--- src/hw/spi_emul_pkg.sv ---
// constants shared by the timer-based spi master emulation
// assumes a 10 MHz system clock and a single slave on the bus
package spi_emul_pkg;
  localparam int unsigned CLOCK_HZ        = 10_000_000;
  // shift paces: data at 1/160, serial clock at 1/80 of system clock
  localparam int unsigned DATA_DIVIDE     = 160;
  localparam int unsigned SCLK_DIVIDE     = 80;
  localparam logic [7:0]  DATA_DIV_LAST   = 8'(DATA_DIVIDE - 1);
  localparam logic [7:0]  SCLK_DIV_LAST   = 8'(SCLK_DIVIDE - 1);
  localparam int unsigned FRAME_BITS      = 8;
  localparam logic [23:0] SCLK_PATTERN    = 24'h005555;
  localparam logic [4:0]  SCLK_SHIFTS     = 5'h10;
  localparam logic [4:0]  DATA_SHIFTS     = 5'h08;
  localparam logic [3:0]  RX_BITS         = 4'h8;
  localparam logic [2:0]  STARTED_TRIGGER = 3'h4;
  localparam logic [2:0]  HOST_TRIGGER    = 3'h1;
  // timebase ticks from request to select fall, and idle after a frame
  localparam logic [15:0] SELECT_DELAY    = 16'h0040;
  localparam logic [15:0] GAP_DELAY       = 16'h00A0;
endpackage : spi_emul_pkg

--- src/hw/spi_rx_buffer.sv ---
// two-entry buffer for received bytes with valid/ready on both sides
// assumes producer and consumer share i_clock
`timescale 1ns/1ns
module spi_rx_buffer (
  // clock and reset
  input  wire logic       i_clock,
  input  wire logic       i_reset_n,
  // fill side
  input  wire logic       i_in_valid,
  input  wire logic [7:0] i_in_data,
  output logic            o_in_ready,
  // drain side
  output logic            o_out_valid,
  output logic [7:0]      o_out_data,
  input  wire logic       i_out_ready
);
  logic [7:0] slot_reg [2];
  logic       wr_ptr_reg;
  logic       rd_ptr_reg;
  logic [1:0] count_reg;
  logic       push;
  logic       pop;
  logic       rd_next;

  assign push = i_in_valid && o_in_ready;
  assign pop  = o_out_valid && i_out_ready;

  always_ff @(posedge i_clock or negedge i_reset_n) begin
    if (!i_reset_n) begin
      wr_ptr_reg <= 1'b0;
      rd_ptr_reg <= 1'b0;
      count_reg  <= 2'h0;
    end else begin
      if (push) wr_ptr_reg <= ~wr_ptr_reg;
      if (pop)  rd_ptr_reg <= ~rd_ptr_reg;
      count_reg <= 2'(count_reg + {1'b0, push} - {1'b0, pop});
    end
  end

  always_ff @(posedge i_clock) begin
    if (push) slot_reg[wr_ptr_reg] <= i_in_data;
  end

  // ready and valid are registered copies of the fill level
  always_ff @(posedge i_clock or negedge i_reset_n) begin
    if (!i_reset_n) begin
      o_in_ready  <= 1'b1;
      o_out_valid <= 1'b0;
    end else begin
      o_in_ready  <= (2'(count_reg + {1'b0, push} - {1'b0, pop})) != 2'h2;
      o_out_valid <= (2'(count_reg + {1'b0, push} - {1'b0, pop})) != 2'h0;
    end
  end

  // head word held in a flop so the data port never shows a slot mux;
  // a word pushed into the slot that becomes head is bypassed straight in
  assign rd_next = rd_ptr_reg ^ pop;

  always_ff @(posedge i_clock) begin
    o_out_data <= (push && wr_ptr_reg == rd_next) ? i_in_data
                  : slot_reg[rd_next];
  end

  a_buffer_no_overflow: assert property (@(posedge i_clock)
    disable iff (!i_reset_n) push |-> count_reg != 2'h2)
    else $error("buffer written while full");
endmodule : spi_rx_buffer

--- src/hw/spi_master_timer_emulation.sv ---
// spi master, mode 0, built like a sequencer driving timer channels
// assumes an 8-bit transmit word from a valid/ready source, a host that
// raises its ready trigger, and an external slave on the serial pins
`timescale 1ns/1ns
module spi_master_timer_emulation
  import spi_emul_pkg::*;
(
  // clock and reset
  input  wire logic       i_clock,
  input  wire logic       i_reset_n,
  // host handshake
  input  wire logic       i_sequencer_enable,
  input  wire logic       i_host_trigger,
  output logic [2:0]      o_trigger_state,
  output logic            o_running,
  // transmit words
  input  wire logic       i_tx_valid,
  input  wire logic [7:0] i_tx_data,
  output logic            o_tx_ready,
  // serial pins
  output logic            o_select_n,
  output logic            o_serial_clock,
  output logic            o_serial_data,
  input  wire logic       i_serial_in,
  input  wire logic       i_serial_clock_in,
  input  wire logic       i_select_in,
  // received bytes
  output logic            o_rx_valid,
  output logic [7:0]      o_rx_data,
  input  wire logic       i_rx_ready,
  output logic            o_rx_error
);
  typedef enum logic [5:0] {
    ST_IDLE    = 6'b000001,
    ST_WAIT    = 6'b000010,
    ST_SELECT  = 6'b000100,
    ST_SHIFT   = 6'b001000,
    ST_TAIL    = 6'b010000,
    ST_GAP     = 6'b100000
  } seq_state_e;

  seq_state_e  state_reg;
  logic [2:0]  trigger_reg;
  logic [15:0] timebase_reg;
  logic [15:0] match_reg;
  logic [7:0]  sclk_div_reg;
  logic [7:0]  data_div_reg;
  logic        sclk_tick;
  logic        data_tick;
  // routed command ports: select level, clock and data shift loads
  logic        sel_cmd_reg;
  logic        sel_route_reg;
  logic        shift_right_reg;
  logic [23:0] sclk_shift_reg;
  logic [23:0] data_shift_reg;
  logic [4:0]  sclk_count_reg;
  logic [4:0]  data_count_reg;
  logic        sclk_busy;
  logic        data_busy;
  logic        load_frame;
  // receive side
  logic [2:0]  sck_sync_reg;
  logic [1:0]  din_sync_reg;
  logic [1:0]  sel_sync_reg;
  logic        edge_event;
  logic [7:0]  rx_acc_reg;
  logic [3:0]  rx_count_reg;
  logic        push_reg;
  logic [7:0]  push_data_reg;
  logic        buf_ready;

  // free-running timebase used for scheduled select changes
  always_ff @(posedge i_clock or negedge i_reset_n) begin
    if (!i_reset_n) timebase_reg <= 16'h0000;
    else            timebase_reg <= 16'(timebase_reg + 16'h0001);
  end

  // two dividers, restarted together by the sequencer at each frame load;
  // neither channel steps the other
  always_ff @(posedge i_clock or negedge i_reset_n) begin
    if (!i_reset_n) begin
      sclk_div_reg <= 8'h00;
      data_div_reg <= 8'h00;
    end else if (load_frame) begin
      // data leads the first rise, then moves one system clock after each
      // falling clock edge but the last, so the slave never samples a changing bit
      sclk_div_reg <= 8'h00;
      data_div_reg <= DATA_DIV_LAST;
    end else begin
      sclk_div_reg <= (sclk_div_reg == SCLK_DIV_LAST) ? 8'h00
                      : 8'(sclk_div_reg + 8'h01);
      data_div_reg <= (data_div_reg == DATA_DIV_LAST) ? 8'h00
                      : 8'(data_div_reg + 8'h01);
    end
  end
  assign sclk_tick = sclk_div_reg == SCLK_DIV_LAST;
  assign data_tick = data_div_reg == DATA_DIV_LAST;
  assign sclk_busy = sclk_count_reg != 5'h00;
  assign data_busy = data_count_reg != 5'h00;
  assign load_frame = state_reg == ST_SELECT && timebase_reg == match_reg;

  // sequencer: handshake, then endless frame loop
  always_ff @(posedge i_clock or negedge i_reset_n) begin
    if (!i_reset_n) begin
      state_reg   <= ST_IDLE;
      trigger_reg <= 3'h0;
      match_reg   <= 16'h0000;
      sel_cmd_reg <= 1'b1;
      o_tx_ready  <= 1'b0;
    end else begin
      o_tx_ready <= 1'b0;
      unique case (state_reg)
        ST_IDLE: if (i_sequencer_enable) begin
          trigger_reg <= STARTED_TRIGGER;
          state_reg   <= ST_WAIT;
        end
        ST_WAIT: if (i_host_trigger) begin
          trigger_reg <= trigger_reg | HOST_TRIGGER;
          state_reg   <= ST_GAP;
          match_reg   <= 16'(timebase_reg + GAP_DELAY);
        end
        ST_SELECT: if (timebase_reg == match_reg) begin
          sel_cmd_reg <= 1'b0;
          state_reg   <= ST_SHIFT;
        end
        ST_SHIFT: if (!sclk_busy && !data_busy && o_tx_ready == 1'b0
                      && sclk_shift_reg == 24'h0) begin
          match_reg <= 16'(timebase_reg + GAP_DELAY);
          state_reg <= ST_TAIL;
        end
        ST_TAIL: if (timebase_reg == match_reg) begin
          sel_cmd_reg <= 1'b1;
          match_reg   <= 16'(timebase_reg + GAP_DELAY);
          state_reg   <= ST_GAP;
        end
        ST_GAP: if (timebase_reg == match_reg) begin
          if (i_tx_valid) begin
            o_tx_ready <= 1'b1;
            match_reg  <= 16'(timebase_reg + SELECT_DELAY);
            state_reg  <= ST_SELECT;
          end else begin
            // no word yet: keep the match armed rather than wait a wrap
            match_reg <= 16'(timebase_reg + 16'h0001);
          end
        end
        default: state_reg <= ST_IDLE;
      endcase
    end
  end
  assign o_trigger_state = trigger_reg;
  assign o_running = trigger_reg[0];

  // select channel: immediate mode, active level zero, idles high
  always_ff @(posedge i_clock or negedge i_reset_n) begin
    if (!i_reset_n) begin
      sel_route_reg <= 1'b0;
      o_select_n    <= 1'b1;
    end else begin
      sel_route_reg <= trigger_reg[0];
      o_select_n    <= sel_route_reg ? sel_cmd_reg : 1'b1;
    end
  end

  // serial channels: load routed words when select falls, shift right
  always_ff @(posedge i_clock or negedge i_reset_n) begin
    if (!i_reset_n) begin
      shift_right_reg <= 1'b0;
      sclk_shift_reg  <= 24'h000000;
      data_shift_reg  <= 24'h000000;
      sclk_count_reg  <= 5'h00;
      data_count_reg  <= 5'h00;
      o_serial_clock  <= 1'b0;
      o_serial_data   <= 1'b0;
    end else begin
      if (load_frame) begin
        shift_right_reg <= 1'b1;
        sclk_shift_reg  <= SCLK_PATTERN;
        sclk_count_reg  <= SCLK_SHIFTS;
        data_count_reg  <= DATA_SHIFTS;
        // bit-reverse so a right shift sends msb first
        for (int b = 0; b < FRAME_BITS; b++) begin
          data_shift_reg[b] <= i_tx_data[FRAME_BITS-1-b];
        end
      end else begin
        // clock pattern bit 0 = 1 rises first; data set before it
        if (sclk_tick && sclk_busy) begin
          o_serial_clock <= shift_right_reg ? sclk_shift_reg[0]
                            : sclk_shift_reg[23];
          sclk_shift_reg <= shift_right_reg ? {1'b0, sclk_shift_reg[23:1]}
                            : {sclk_shift_reg[22:0], 1'b0};
          sclk_count_reg <= 5'(sclk_count_reg - 5'h01);
        end else if (!sclk_busy) begin
          o_serial_clock <= 1'b0;
          sclk_shift_reg <= 24'h000000;
        end
        if (data_tick && data_busy) begin
          o_serial_data  <= data_shift_reg[0];
          data_shift_reg <= {1'b0, data_shift_reg[23:1]};
          data_count_reg <= 5'(data_count_reg - 5'h01);
        end
      end
    end
  end

  // pins from outside pass two flops; third stage feeds edge detect
  always_ff @(posedge i_clock or negedge i_reset_n) begin
    if (!i_reset_n) begin
      sck_sync_reg <= 3'h0;
      din_sync_reg <= 2'h0;
      sel_sync_reg <= 2'h3;
    end else begin
      sck_sync_reg <= {sck_sync_reg[1:0], i_serial_clock_in};
      din_sync_reg <= {din_sync_reg[0], i_serial_in};
      sel_sync_reg <= {sel_sync_reg[0], i_select_in};
    end
  end
  assign edge_event = sck_sync_reg[1] && !sck_sync_reg[2];

  // receive accumulator, msb first, byte pushed after eight edges
  always_ff @(posedge i_clock or negedge i_reset_n) begin
    if (!i_reset_n) begin
      rx_acc_reg    <= 8'h00;
      rx_count_reg  <= 4'h0;
      push_reg      <= 1'b0;
      push_data_reg <= 8'h00;
      o_rx_error    <= 1'b0;
    end else begin
      if (push_reg && buf_ready) push_reg <= 1'b0;
      if (edge_event) begin
        o_rx_error <= sel_sync_reg[1];
        if (4'(rx_count_reg + 4'h1) == RX_BITS) begin
          push_data_reg <= {rx_acc_reg[6:0], din_sync_reg[1]};
          push_reg      <= 1'b1;
          rx_acc_reg    <= 8'h00;
          rx_count_reg  <= 4'h0;
        end else begin
          rx_acc_reg   <= {rx_acc_reg[6:0], din_sync_reg[1]};
          rx_count_reg <= 4'(rx_count_reg + 4'h1);
        end
      end
    end
  end

  spi_rx_buffer u_rx_buffer (
    .i_clock     (i_clock),
    .i_reset_n   (i_reset_n),
    .i_in_valid  (push_reg),
    .i_in_data   (push_data_reg),
    .o_in_ready  (buf_ready),
    .o_out_valid (o_rx_valid),
    .o_out_data  (o_rx_data),
    .i_out_ready (i_rx_ready)
  );

  a_select_idle_high: assert property (@(posedge i_clock)
    disable iff (!i_reset_n) !o_running |=> o_select_n)
    else $error("select low before handshake");
  a_clock_idle_low: assert property (@(posedge i_clock)
    disable iff (!i_reset_n) state_reg == ST_GAP |-> !o_serial_clock)
    else $error("serial clock high while idle");
  a_handshake_wait: assert property (@(posedge i_clock)
    disable iff (!i_reset_n) state_reg == ST_WAIT |-> trigger_reg[2])
    else $error("start trigger missing");
  a_select_at_match: assert property (@(posedge i_clock)
    disable iff (!i_reset_n)
    (state_reg == ST_SELECT && timebase_reg == match_reg)
    |=> ##1 !o_select_n)
    else $error("select not low after match");
  a_select_released: assert property (@(posedge i_clock)
    disable iff (!i_reset_n)
    (state_reg == ST_TAIL && timebase_reg == match_reg) |=> ##1 o_select_n)
    else $error("select not released after frame");
  a_clock_count: assert property (@(posedge i_clock)
    disable iff (!i_reset_n) sclk_count_reg <= SCLK_SHIFTS)
    else $error("clock shift count out of range");
  a_data_pace: assert property (@(posedge i_clock)
    disable iff (!i_reset_n)
    $changed(data_count_reg) && data_count_reg != DATA_SHIFTS
    |-> data_div_reg == 8'h00)
    else $error("data shifted off its divider tick");
  a_data_low_clock: assert property (@(posedge i_clock)
    disable iff (!i_reset_n) $changed(o_serial_data) |-> !o_serial_clock)
    else $error("serial data changed while clock high");
  a_rx_count_bound: assert property (@(posedge i_clock)
    disable iff (!i_reset_n) rx_count_reg < RX_BITS)
    else $error("receive bit counter overran");
endmodule : spi_master_timer_emulation

--- config.mk ---
export PLATFORM = sky130hd
export DESIGN_NAME = spi_master_timer_emulation
export DESIGN_NICKNAME = d
export VERILOG_FILES = /design/src/hw/spi_emul_pkg.sv /design/src/hw/spi_rx_buffer.sv /design/src/hw/spi_master_timer_emulation.sv
export SDC_FILE = /design/constraint.sdc
export NUM_CORES = 1
export LEC_CHECK = 0
export ABC_AREA = 1
export BUFFER_PORTS_ARGS = -buffer_cell sky130_fd_sc_hd__buf_4
export CORE_ASPECT_RATIO = 0.7
export CORE_MARGIN = 10
export CORE_UTILIZATION = 53
export DETAILED_ROUTE_END_ITERATION = 10
export GPL_TIMING_DRIVEN = 0
export PLACE_DENSITY = 0.7
export RECOVER_POWER = 50
export SLEW_MARGIN = 20
export SYNTH_ARGS = -nofsm -noshare
export SYNTH_HDL_FRONTEND = slang
export SYNTH_SLANG_ARGS = --single-unit
--- constraint.sdc ---
create_clock -name i_clock -period 4.7 [get_ports i_clock]
set_clock_uncertainty 0.05 [all_clocks]
set_input_delay 0.235 -clock i_clock [delete_from_list [all_inputs] [get_ports i_clock]]
set_output_delay 0.235 -clock i_clock [all_outputs]
set_load 0.1 [all_outputs]
==> results of run 1 <==
## kinds of logic after synthesis
kind of cell	Yosys count	synth area share (%)
flops	156	49.6
compound gates	80	5.48
xor+xnor	48	5.23
other cells	1	0.0467
mux	10	1.39
fa+ha+maj	13	2.02
buf+inv	170	9.01
simple gates	508	27.2
## per-stage QoR
step | area (um^2) | setup WS, ns
floorplan | 8040 | 2.39
global placement | 8520 | 2.57
detailed placement | 8560 | 2.56
CTS | 9290 | 2.54
global route | 9280 | 1.62
finish | 9280 | 2.11
## tightest hold or removal path, cell delays in order
cell     delay [ns]
buf_4          0.08
nand2_1        0.07
nand2_1        0.06
## power groups by stage
stage / logic (mW) / clock network, mW / registers, mW
final: 1.06 / 1.39 / 1.67
after global routing: 1.18 / 1.48 / 1.69
after CTS: 1.07 / 1.42 / 1.66
after detailed placement: 1.06 / 0 / 1.69
after global placement: 1.04 / 0 / 1.68
after floorplan: 0.740 / 0 / 1.75
## cell usage after synthesis (2+ instances only)
cell      number
nor2_4         2
dfstp_2        6
ha_1          13
nand2_2        3
o21ai_1        2
buf_2         18
xor2_1        31
clkbuf_1      13
nand4_1       30
buf_4          3
nor2_2         9
nand2_1      292
a31oi_1        2
inv_1        125
or2_2          6
nand3_1       87
dfrtp_1      133
buf_6          7
a21oi_1       10
edfxtp_1      16
inv_2          3
nor2_1        69
xnor2_1       17
o21ai_0       55
o221ai_1       8
mux2_2         9
nand3b_1       2
nor3_1         5
## routing by layer
metal  routed length [um]  track usage (%)  part of all wire [%]
met3                  668             3.96                   4.0
met4                  171             4.99                   1.0
met2                 7540             26.0                    45
met1                 8510             23.5                    50
met5                    0                0                     0
## worst min-delay path by stage
stage,slack (ns),to,start
after floorplan,-0.11,data_count_reg[0],i_reset_n
after global placement,0.29,sck_sync_reg[1],sck_sync_reg[0]
after detailed placement,0.10,sck_sync_reg[0],i_reset_n
after CTS,0.007,o_trigger_state[2],i_sequencer_enable
after global routing,0.03,o_trigger_state[2],i_sequencer_enable
final,0.02,o_trigger_state[2],i_sequencer_enable
## cell usage in the layout, fill, tap and decap left out, types with 17 or more instances in the layout
cell type    n
buf_2       17
buf_4       31
clkbuf_1    18
clkbuf_16   17
dfrtp_1    133
inv_1      125
nand2_1    292
nand3_1     87
nand4_1     30
nor2_1      69
o21ai_0     55
xnor2_1     17
xor2_1      31
## layout make-up
type | instances | area (um^2)
well taps | 195 | 244
clock buffers | 22 | 464
inverters | 128 | 480
flip-flops and latches | 156 | 3990
plain buffers | 42 | 243
multi-input cells | 660 | 3330
clock inverters | 10 | 139
repair buffers | 46 | 394
fillers | 1250 | 5490
==> flow_summary.ini, run 1 <==
[synth]
synthTopCellsByArea = dfrtp_1 41%, nand2_1 14%, edfxtp_1 6.0%, inv_1 5.8%, nand3_1 5.4%
yosysSeqAreaShare_pct = 49.6
synth_enable_flop_cells = 16
synthArstFlopShare_pct = 89.1
synth_ff_type = dfrtp_1
ys_types = 38
syn_area_um2 = 8040
syn_inst = 986
syn_area_per_cell_um2 = 8.15
synthDominantCellAreaShare_pct = 41.4
syn_nets = 1016
synth_seq_cells = 156
synth_warnings = 0
synth_top_cell_by_area = dfrtp_1

[drt]
drt_iter0_drc = 555
dr_total_vias = 6417
routedWlPerCell_um = 13.4
ant_nets = 0
drc = 0
firstDrtPassIters = 5
vias_per_cell = 5.10
wirelength_um = 16900

[global_route]
overflow = 0
grt_pass1_vias = 6042
track_usage_pct = 16.9
antenna_found_initial = 0
grt_pass1_wl_um = 29000
grt_max_degree = 99

[sta]
slew_viol_final = 42
hold_ws_ns = 0.0183
tightest_slew_ns = 2.49
maxSlewHeadroom_pct = -65.9
grt_setup_unrepaired = false
setup_viol = 0
fin_tns_setup_ns = 0
hold_viol = 0
period_share_pct = 55.2
min_period_ns = 2.59
fmaxAchievable_mhz = 385

[floorplanning]
die_w_um = 167
std_cell_rows = 37
ioPinCount = 35
die_h_um = 123
die-area_um2 = 20600
fp.coreArea_um2 = 14800
start_util_pct = 54.4

[setup_path]
path_class = in -> async
critPathSlowestCell = clkbuf_1
cp-endpoint = match_reg[8]
cp-startpoint = i_reset_n
path_buf_inv = 2
setup.worst_path.start_class = input pin
worstPathCellList = dlygate4sd3_1, clkbuf_1
crit_path_end_kind = asynchronous set/reset pin
r2r_end = match_reg[9]
path_delay_family = buffers and inverters
critPathMaxStageDelay_ns = 1.76
crit_required_ns = 4.65
reg2reg_setup_slack_ns = 2.55
critPathMaxFanout = 42
cp_num_cells = 2
ff2ff_path_depth = 13
reg2reg_from = data_count_reg[0]
cp_data_arrival_time_ns = 2.54

[place]
port_buffers = 32
hpwl_um = 11700
gp_congestion = 0.864
placed_cells = 1214

[clock_tree]
cts.path.max_buffers = 2
post_cts_resize_count = 0
htree_levels = 4
worstSkewPairLatency_ns = 0.42
clock-sinks = 156
cts_hold_buf = 13
cts_tree = built
root_buffer = clkbuf_16
clkTransAtPathRegs_ns = 0.06
post-cts-setup-buffer-count = 0
cts_buffers = 17

[cells_and_area]
nNetsFinal = 1081
syn_to_final_growth_pct = 15.4
final_core_util_pct = 62.8
largest_reg_flops = 24
drive_above_1_share_pct = 12.1
diodes = 0
instances_no_fill = 1259

[hold_path]
hold_path.class = in -> reg
worstHoldPathCells = 3

[power]
p_sw_share_pct = 33.1
worst_ir_drop_vdd_v = 0.000221
p_sw_mw = 1.36
finalPower_mw = 4.12
p_leak_nw = 4.72
power.internal_mw = 2.75
p_seq_share_pct = 40.5
power.share.clock_pct = 33.8
powerDensity_nw_per_um2 = 444
pwr-share-comb_pct = 25.8

[run_status]
outcome = finished with violations
violations = capacitance limit, slew limit

[flow_run]
maxCapViolations = 1
Power figures use the tool's default switching activity.
==> run 2, diff against run 1 <==
- clock period: 4.7 -> 2.65 ns (I/O delays scaled with it)
==> run 2 against run 1 <==
  * The run now ends clean
  * Largest power group unchanged
  * Final area grew 0.12%
  * Global-route usage is essentially flat
  * Routed wire length shrank 0.27%
==> flow_summary.ini, run 2 (synthesis gave the netlist of run 1 again) <==
[drt]
dr_total_vias = 6404
ant_nets = 0
routedWlPerCell_um = 13.4
vias_per_cell = 5.08
drt_iter0_drc = 526
firstDrtPassIters = 5
wirelength_um = 16800
drc = 0

[sta]
setup_viol = 0
slew_viol_final = 0
fmaxAchievable_mhz = 468
period_share_pct = 80.7
layout_setup_ws_ns = 0.511
fin_tns_setup_ns = 0
tightest_slew_ns = 1.29
maxSlewHeadroom_pct = 13.8
hold_viol = 0
min_period_ns = 2.14
grt_setup_unrepaired = false

[setup_path]
path_class = reg -> reg
critPathMaxFanout = 10
setup.worst_path.start_class = register
crit_required_ns = 2.96
reg2reg_setup_slack_ns = 0.51
crit_path_end_kind = register
cp_data_arrival_time_ns = 2.45

[clock_tree]
post_cts_resize_count = 0
post-cts-setup-buffer-count = 0
clkTransAtPathRegs_ns = 0.06
root_buffer = clkbuf_16
cts_buffers = 17
clock-sinks = 156
htree_levels = 4
worstSkewPairLatency_ns = 0.42
cts_tree = built
cts_hold_buf = 15
cts.path.max_buffers = 2

[global_route]
grt_max_degree = 99
grt_pass1_vias = 6046
track_usage_pct = 16.9
antenna_found_initial = 0
grt_pass1_wl_um = 29100
overflow = 0

[place]
port_buffers = 32
hpwl_um = 11700
dpl-instance-area_um2 = 8560
gp_congestion = 0.864
place_ws_ns = 0.505

[floorplanning]
die-area_um2 = 20600
die_h_um = 123
ioPinCount = 35
die_w_um = 167
std_cell_rows = 37
fp.coreArea_um2 = 14800
start_util_pct = 54.4

[power]
p_leak_nw = 4.72
worst_ir_drop_vdd_v = 0.000391
finalPower_mw = 7.31
powerDensity_nw_per_um2 = 787

[flow_run]
maxCapViolations = 0

[hold_path]
hold_path.class = in -> reg

[run_status]
outcome = finished, final reports clean

[cells_and_area]
drive_above_1_share_pct = 12.2
diodes = 0
mostFrequentLayoutCell = nand2_1
design_area_um2 = 9290
nNetsFinal = 1083
syn_to_final_growth_pct = 15.6
final_cell_mix = 292 x nand2_1, 133 x dfrtp_1, 125 x inv_1, 87 x nand3_1, 69 x nor2_1
largest_reg_flops = 24
-- run 2: changes by cell type in the layout (fill, tap and decap cells not counted), sizes merged --
cell | previous run | this run
dlygate4sd3 | 13 | 15
-- run 2: worst paths after layout --
| kind | start | to | cells after the start |
|---|---|---|---|
| max reg2reg | data_count_reg[0] | match_reg[9] | 13 |
| min in group asynchronous | i_reset_n | rx_count_reg[1] | 2 |
| min | i_rx_ready | u_rx_buffer.rd_ptr_reg | 3 |
| max | data_count_reg[0] | match_reg[9] | 13 |
| min reg2reg | sck_sync_reg[0] | sck_sync_reg[1] | 0 |
| max in group asynchronous | i_reset_n | sclk_shift_reg[1] | 3 |
-- run 2: cell type report --
type / count / area [um^2]
multi-input cells: 660 / 3330
well taps: 195 / 244
fillers: 1246 / 5480
inverters: 128 / 480
clock buffers: 22 / 464
clock inverters: 10 / 139
flip-flops and latches: 156 / 3990
repair buffers: 48 / 405
plain buffers: 42 / 243
-- run 2: worst max-delay path, cell delays in order, from the launching register on --
cell	delay, ns
dfrtp_1	0.41
inv_1	0.09
ha_1	0.16
nand2_1	0.07
nor2_1	0.15
nand2_1	0.08
nor2_1	0.09
nand3_1	0.14
nand2_2	0.17
nand2_1	0.11
nor2_4	0.24
buf_6	0.19
nand2_1	0.07
nand2_1	0.05
-- run 2: where the power goes --
part / internal [mW] / switching [mW]
Sequential: 2.74 / 0.213
Combinational: 0.618 / 1.27
Clock: 1.53 / 0.932
Total: 4.89 / 2.42
-- run 2: per-stage QoR --
| stage | util (%) | instances | hold slack [ns] |
|---|---|---|---|
| after floorplan | - | 986 | -0.213 |
| after global placement | 57.7 | 1213 | 0.193 |
| after detailed placement | 57.9 | 1214 | -0.00144 |
| after CTS | 63.0 | 1261 | 0.0177 |
| after global routing | 62.9 | 1261 | 0.0301 |
| final | 62.9 | 1261 | 0.0275 |
-- run 2: metal layers --
layer	wire length (um)	track usage, %
met4	171	4.99
met5	0	0
met2	7500	26.0
met1	8400	23.5
met3	772	3.96
==> run 3, diff against run 2 <==
- clock period: 2.65 -> 2.1 ns (I/O delays scaled with it)
==> run 3 against run 2 <==
  * The flow now finishes with violations (capacitance limit, slew limit)
  * Power is 26% higher
  * Combinational power is 29% higher
  * First-iteration DRC count is 4.9% lower
  * Hold slack worse by 0.0083 ns
  * Register-to-register slack worse by 0.37 ns
  * Sequential power is 27% higher
  * Largest power group unchanged
==> flow_summary.ini, run 3 (synthesis gave the netlist of run 1 again) <==
[run_status]
outcome = finished with violations
violations = capacitance limit, slew limit

[power]
pwr-share-comb_pct = 26.5
powerDensity_nw_per_um2 = 987
p_sw_mw = 3.10
p_leak_nw = 4.78
worst_ir_drop_vdd_v = 0.000685
p_seq_share_pct = 40.5
p_sw_share_pct = 33.6
power.share.clock_pct = 33.0
power.internal_mw = 6.12
finalPower_mw = 9.21

[global_route]
overflow = 0
grt_max_degree = 80
grt_pass1_wl_um = 29300
grt_pass1_vias = 6153
antenna_found_initial = 0
track_usage_pct = 17.3

[clock_tree]
cts_buffers = 17
cts_tree = built
clock-sinks = 156
htree_levels = 4
worstSkewPairLatency_ns = 0.42
root_buffer = clkbuf_16
cts.path.max_buffers = 2
clkTransAtPathRegs_ns = 0.06

[sta]
hold_ws_ns = 0.0192
fin_tns_setup_ns = 0
period_share_pct = 93.2
setup_viol = 0
tightest_slew_ns = 1.54
min_period_ns = 1.96
hold_viol = 0
fmaxAchievable_mhz = 511
slew_viol_final = 61
layout_setup_ws_ns = 0.143
maxSlewHeadroom_pct = -2.93

[setup_path]
crit_path_end_kind = register
crit_required_ns = 2.36
setup.worst_path.start_class = register
cp_data_arrival_time_ns = 2.22
path_class = reg -> reg
critPathMaxFanout = 10

[floorplanning]
die_w_um = 167
die-area_um2 = 20600
std_cell_rows = 37
die_h_um = 123
ioPinCount = 35
fp.coreArea_um2 = 14800
start_util_pct = 54.4

[drt]
vias_per_cell = 5.11
ant_nets = 0
drc = 0
wirelength_um = 17000
drt_iter0_drc = 500
routedWlPerCell_um = 13.5
dr_total_vias = 6465
firstDrtPassIters = 5

[place]
port_buffers = 32
hpwl_um = 11500
place_ws_ns = 0.0107
placed_cells = 1214
gp_congestion = 0.884
dpl-instance-area_um2 = 8560

[cells_and_area]
design_area_um2 = 9330
largest_reg_flops = 24
nNetsFinal = 1087
final_core_util_pct = 63.2
diodes = 0
mostFrequentLayoutCell = nand2_1
syn_to_final_growth_pct = 16.1
drive_above_1_share_pct = 13.2
final_cell_mix = 292 x nand2_1, 132 x dfrtp_1, 125 x inv_1, 86 x nand3_1, 67 x nor2_1
instances_no_fill = 1265

[hold_path]
hold_path.class = in -> reg

[flow_run]
maxCapViolations = 1
==> run 3: cell types whose count changed in the layout (fill, tap and decap cells not counted), sizes merged <==
| cell | before | now |
|---|---|---|
| clkinv | 2 | 8 |
| clkinvlp | 4 | 3 |
| clkbuf | 40 | 37 |
| buf | 57 | 60 |
| inv | 129 | 128 |
==> run 3: final timing paths <==
kind,start,end,slack [ns],depth (start not counted)
max reg2reg,timebase_reg[11],sclk_div_reg[3],0.14,11
min in group asynchronous,i_reset_n,match_reg[11],0.56,2
max,timebase_reg[11],sclk_div_reg[3],0.14,11
min,i_rx_ready,u_rx_buffer.rd_ptr_reg,0.02,3
max in group asynchronous,i_reset_n,sel_cmd_reg,0.30,3
min reg2reg,sck_sync_reg[0],sck_sync_reg[1],0.30,0
==> run 3: what timing repair did <==
action	4_1_cts	5_1_grt
gates resized for setup	0	15
setup endpoints to repair	9	63
endpoints found under the hold margin	75	0
hold buffers	15	0
pin swaps	1	4
buffers inserted	0	4
==> run 3: cell type report <==
| cell class | instances | area [um^2] |
|---|---|---|
| fillers | 1234 | 5440 |
| flip-flops and latches | 156 | 3990 |
| multi-input cells | 660 | 3350 |
| inverters | 128 | 480 |
| repair buffers | 52 | 438 |
| clock buffers | 18 | 429 |
| plain buffers | 42 | 253 |
| well taps | 195 | 244 |
| clock inverters | 14 | 153 |
==> run 3: routing by layer <==
metal | routed length [um] | part of all wire (%) | track usage (%)
met5 | 0 | 0 | 0
met4 | 161 | 0.94 | 5.97
met3 | 839 | 4.9 | 3.87
met2 | 7760 | 46 | 27.6
met1 | 8280 | 49 | 23.1
==> run 3: power by group through the flow <==
stage | clock network [mW] | registers (mW) | logic (mW)
after detailed placement | 0 | 3.78 | 2.37
after global placement | 0 | 3.77 | 2.32
after global routing | 3.23 | 3.79 | 2.69
after CTS | 3.09 | 3.74 | 2.42
after floorplan | 0 | 3.92 | 1.66
final | 3.04 | 3.74 | 2.44
==> run 3: worst max-delay path, cell delays in order, from the launching register on <==
cell and delay, ns:
dfrtp_1 0.35, buf_2 0.17, xnor2_1 0.23, nand2_1 0.07
nor2_1 0.11, nand2_1 0.11, nor2_2 0.15, nand2_2 0.12
buf_6 0.17, clkbuf_4 0.20, nand2_1 0.08, inv_1 0.03
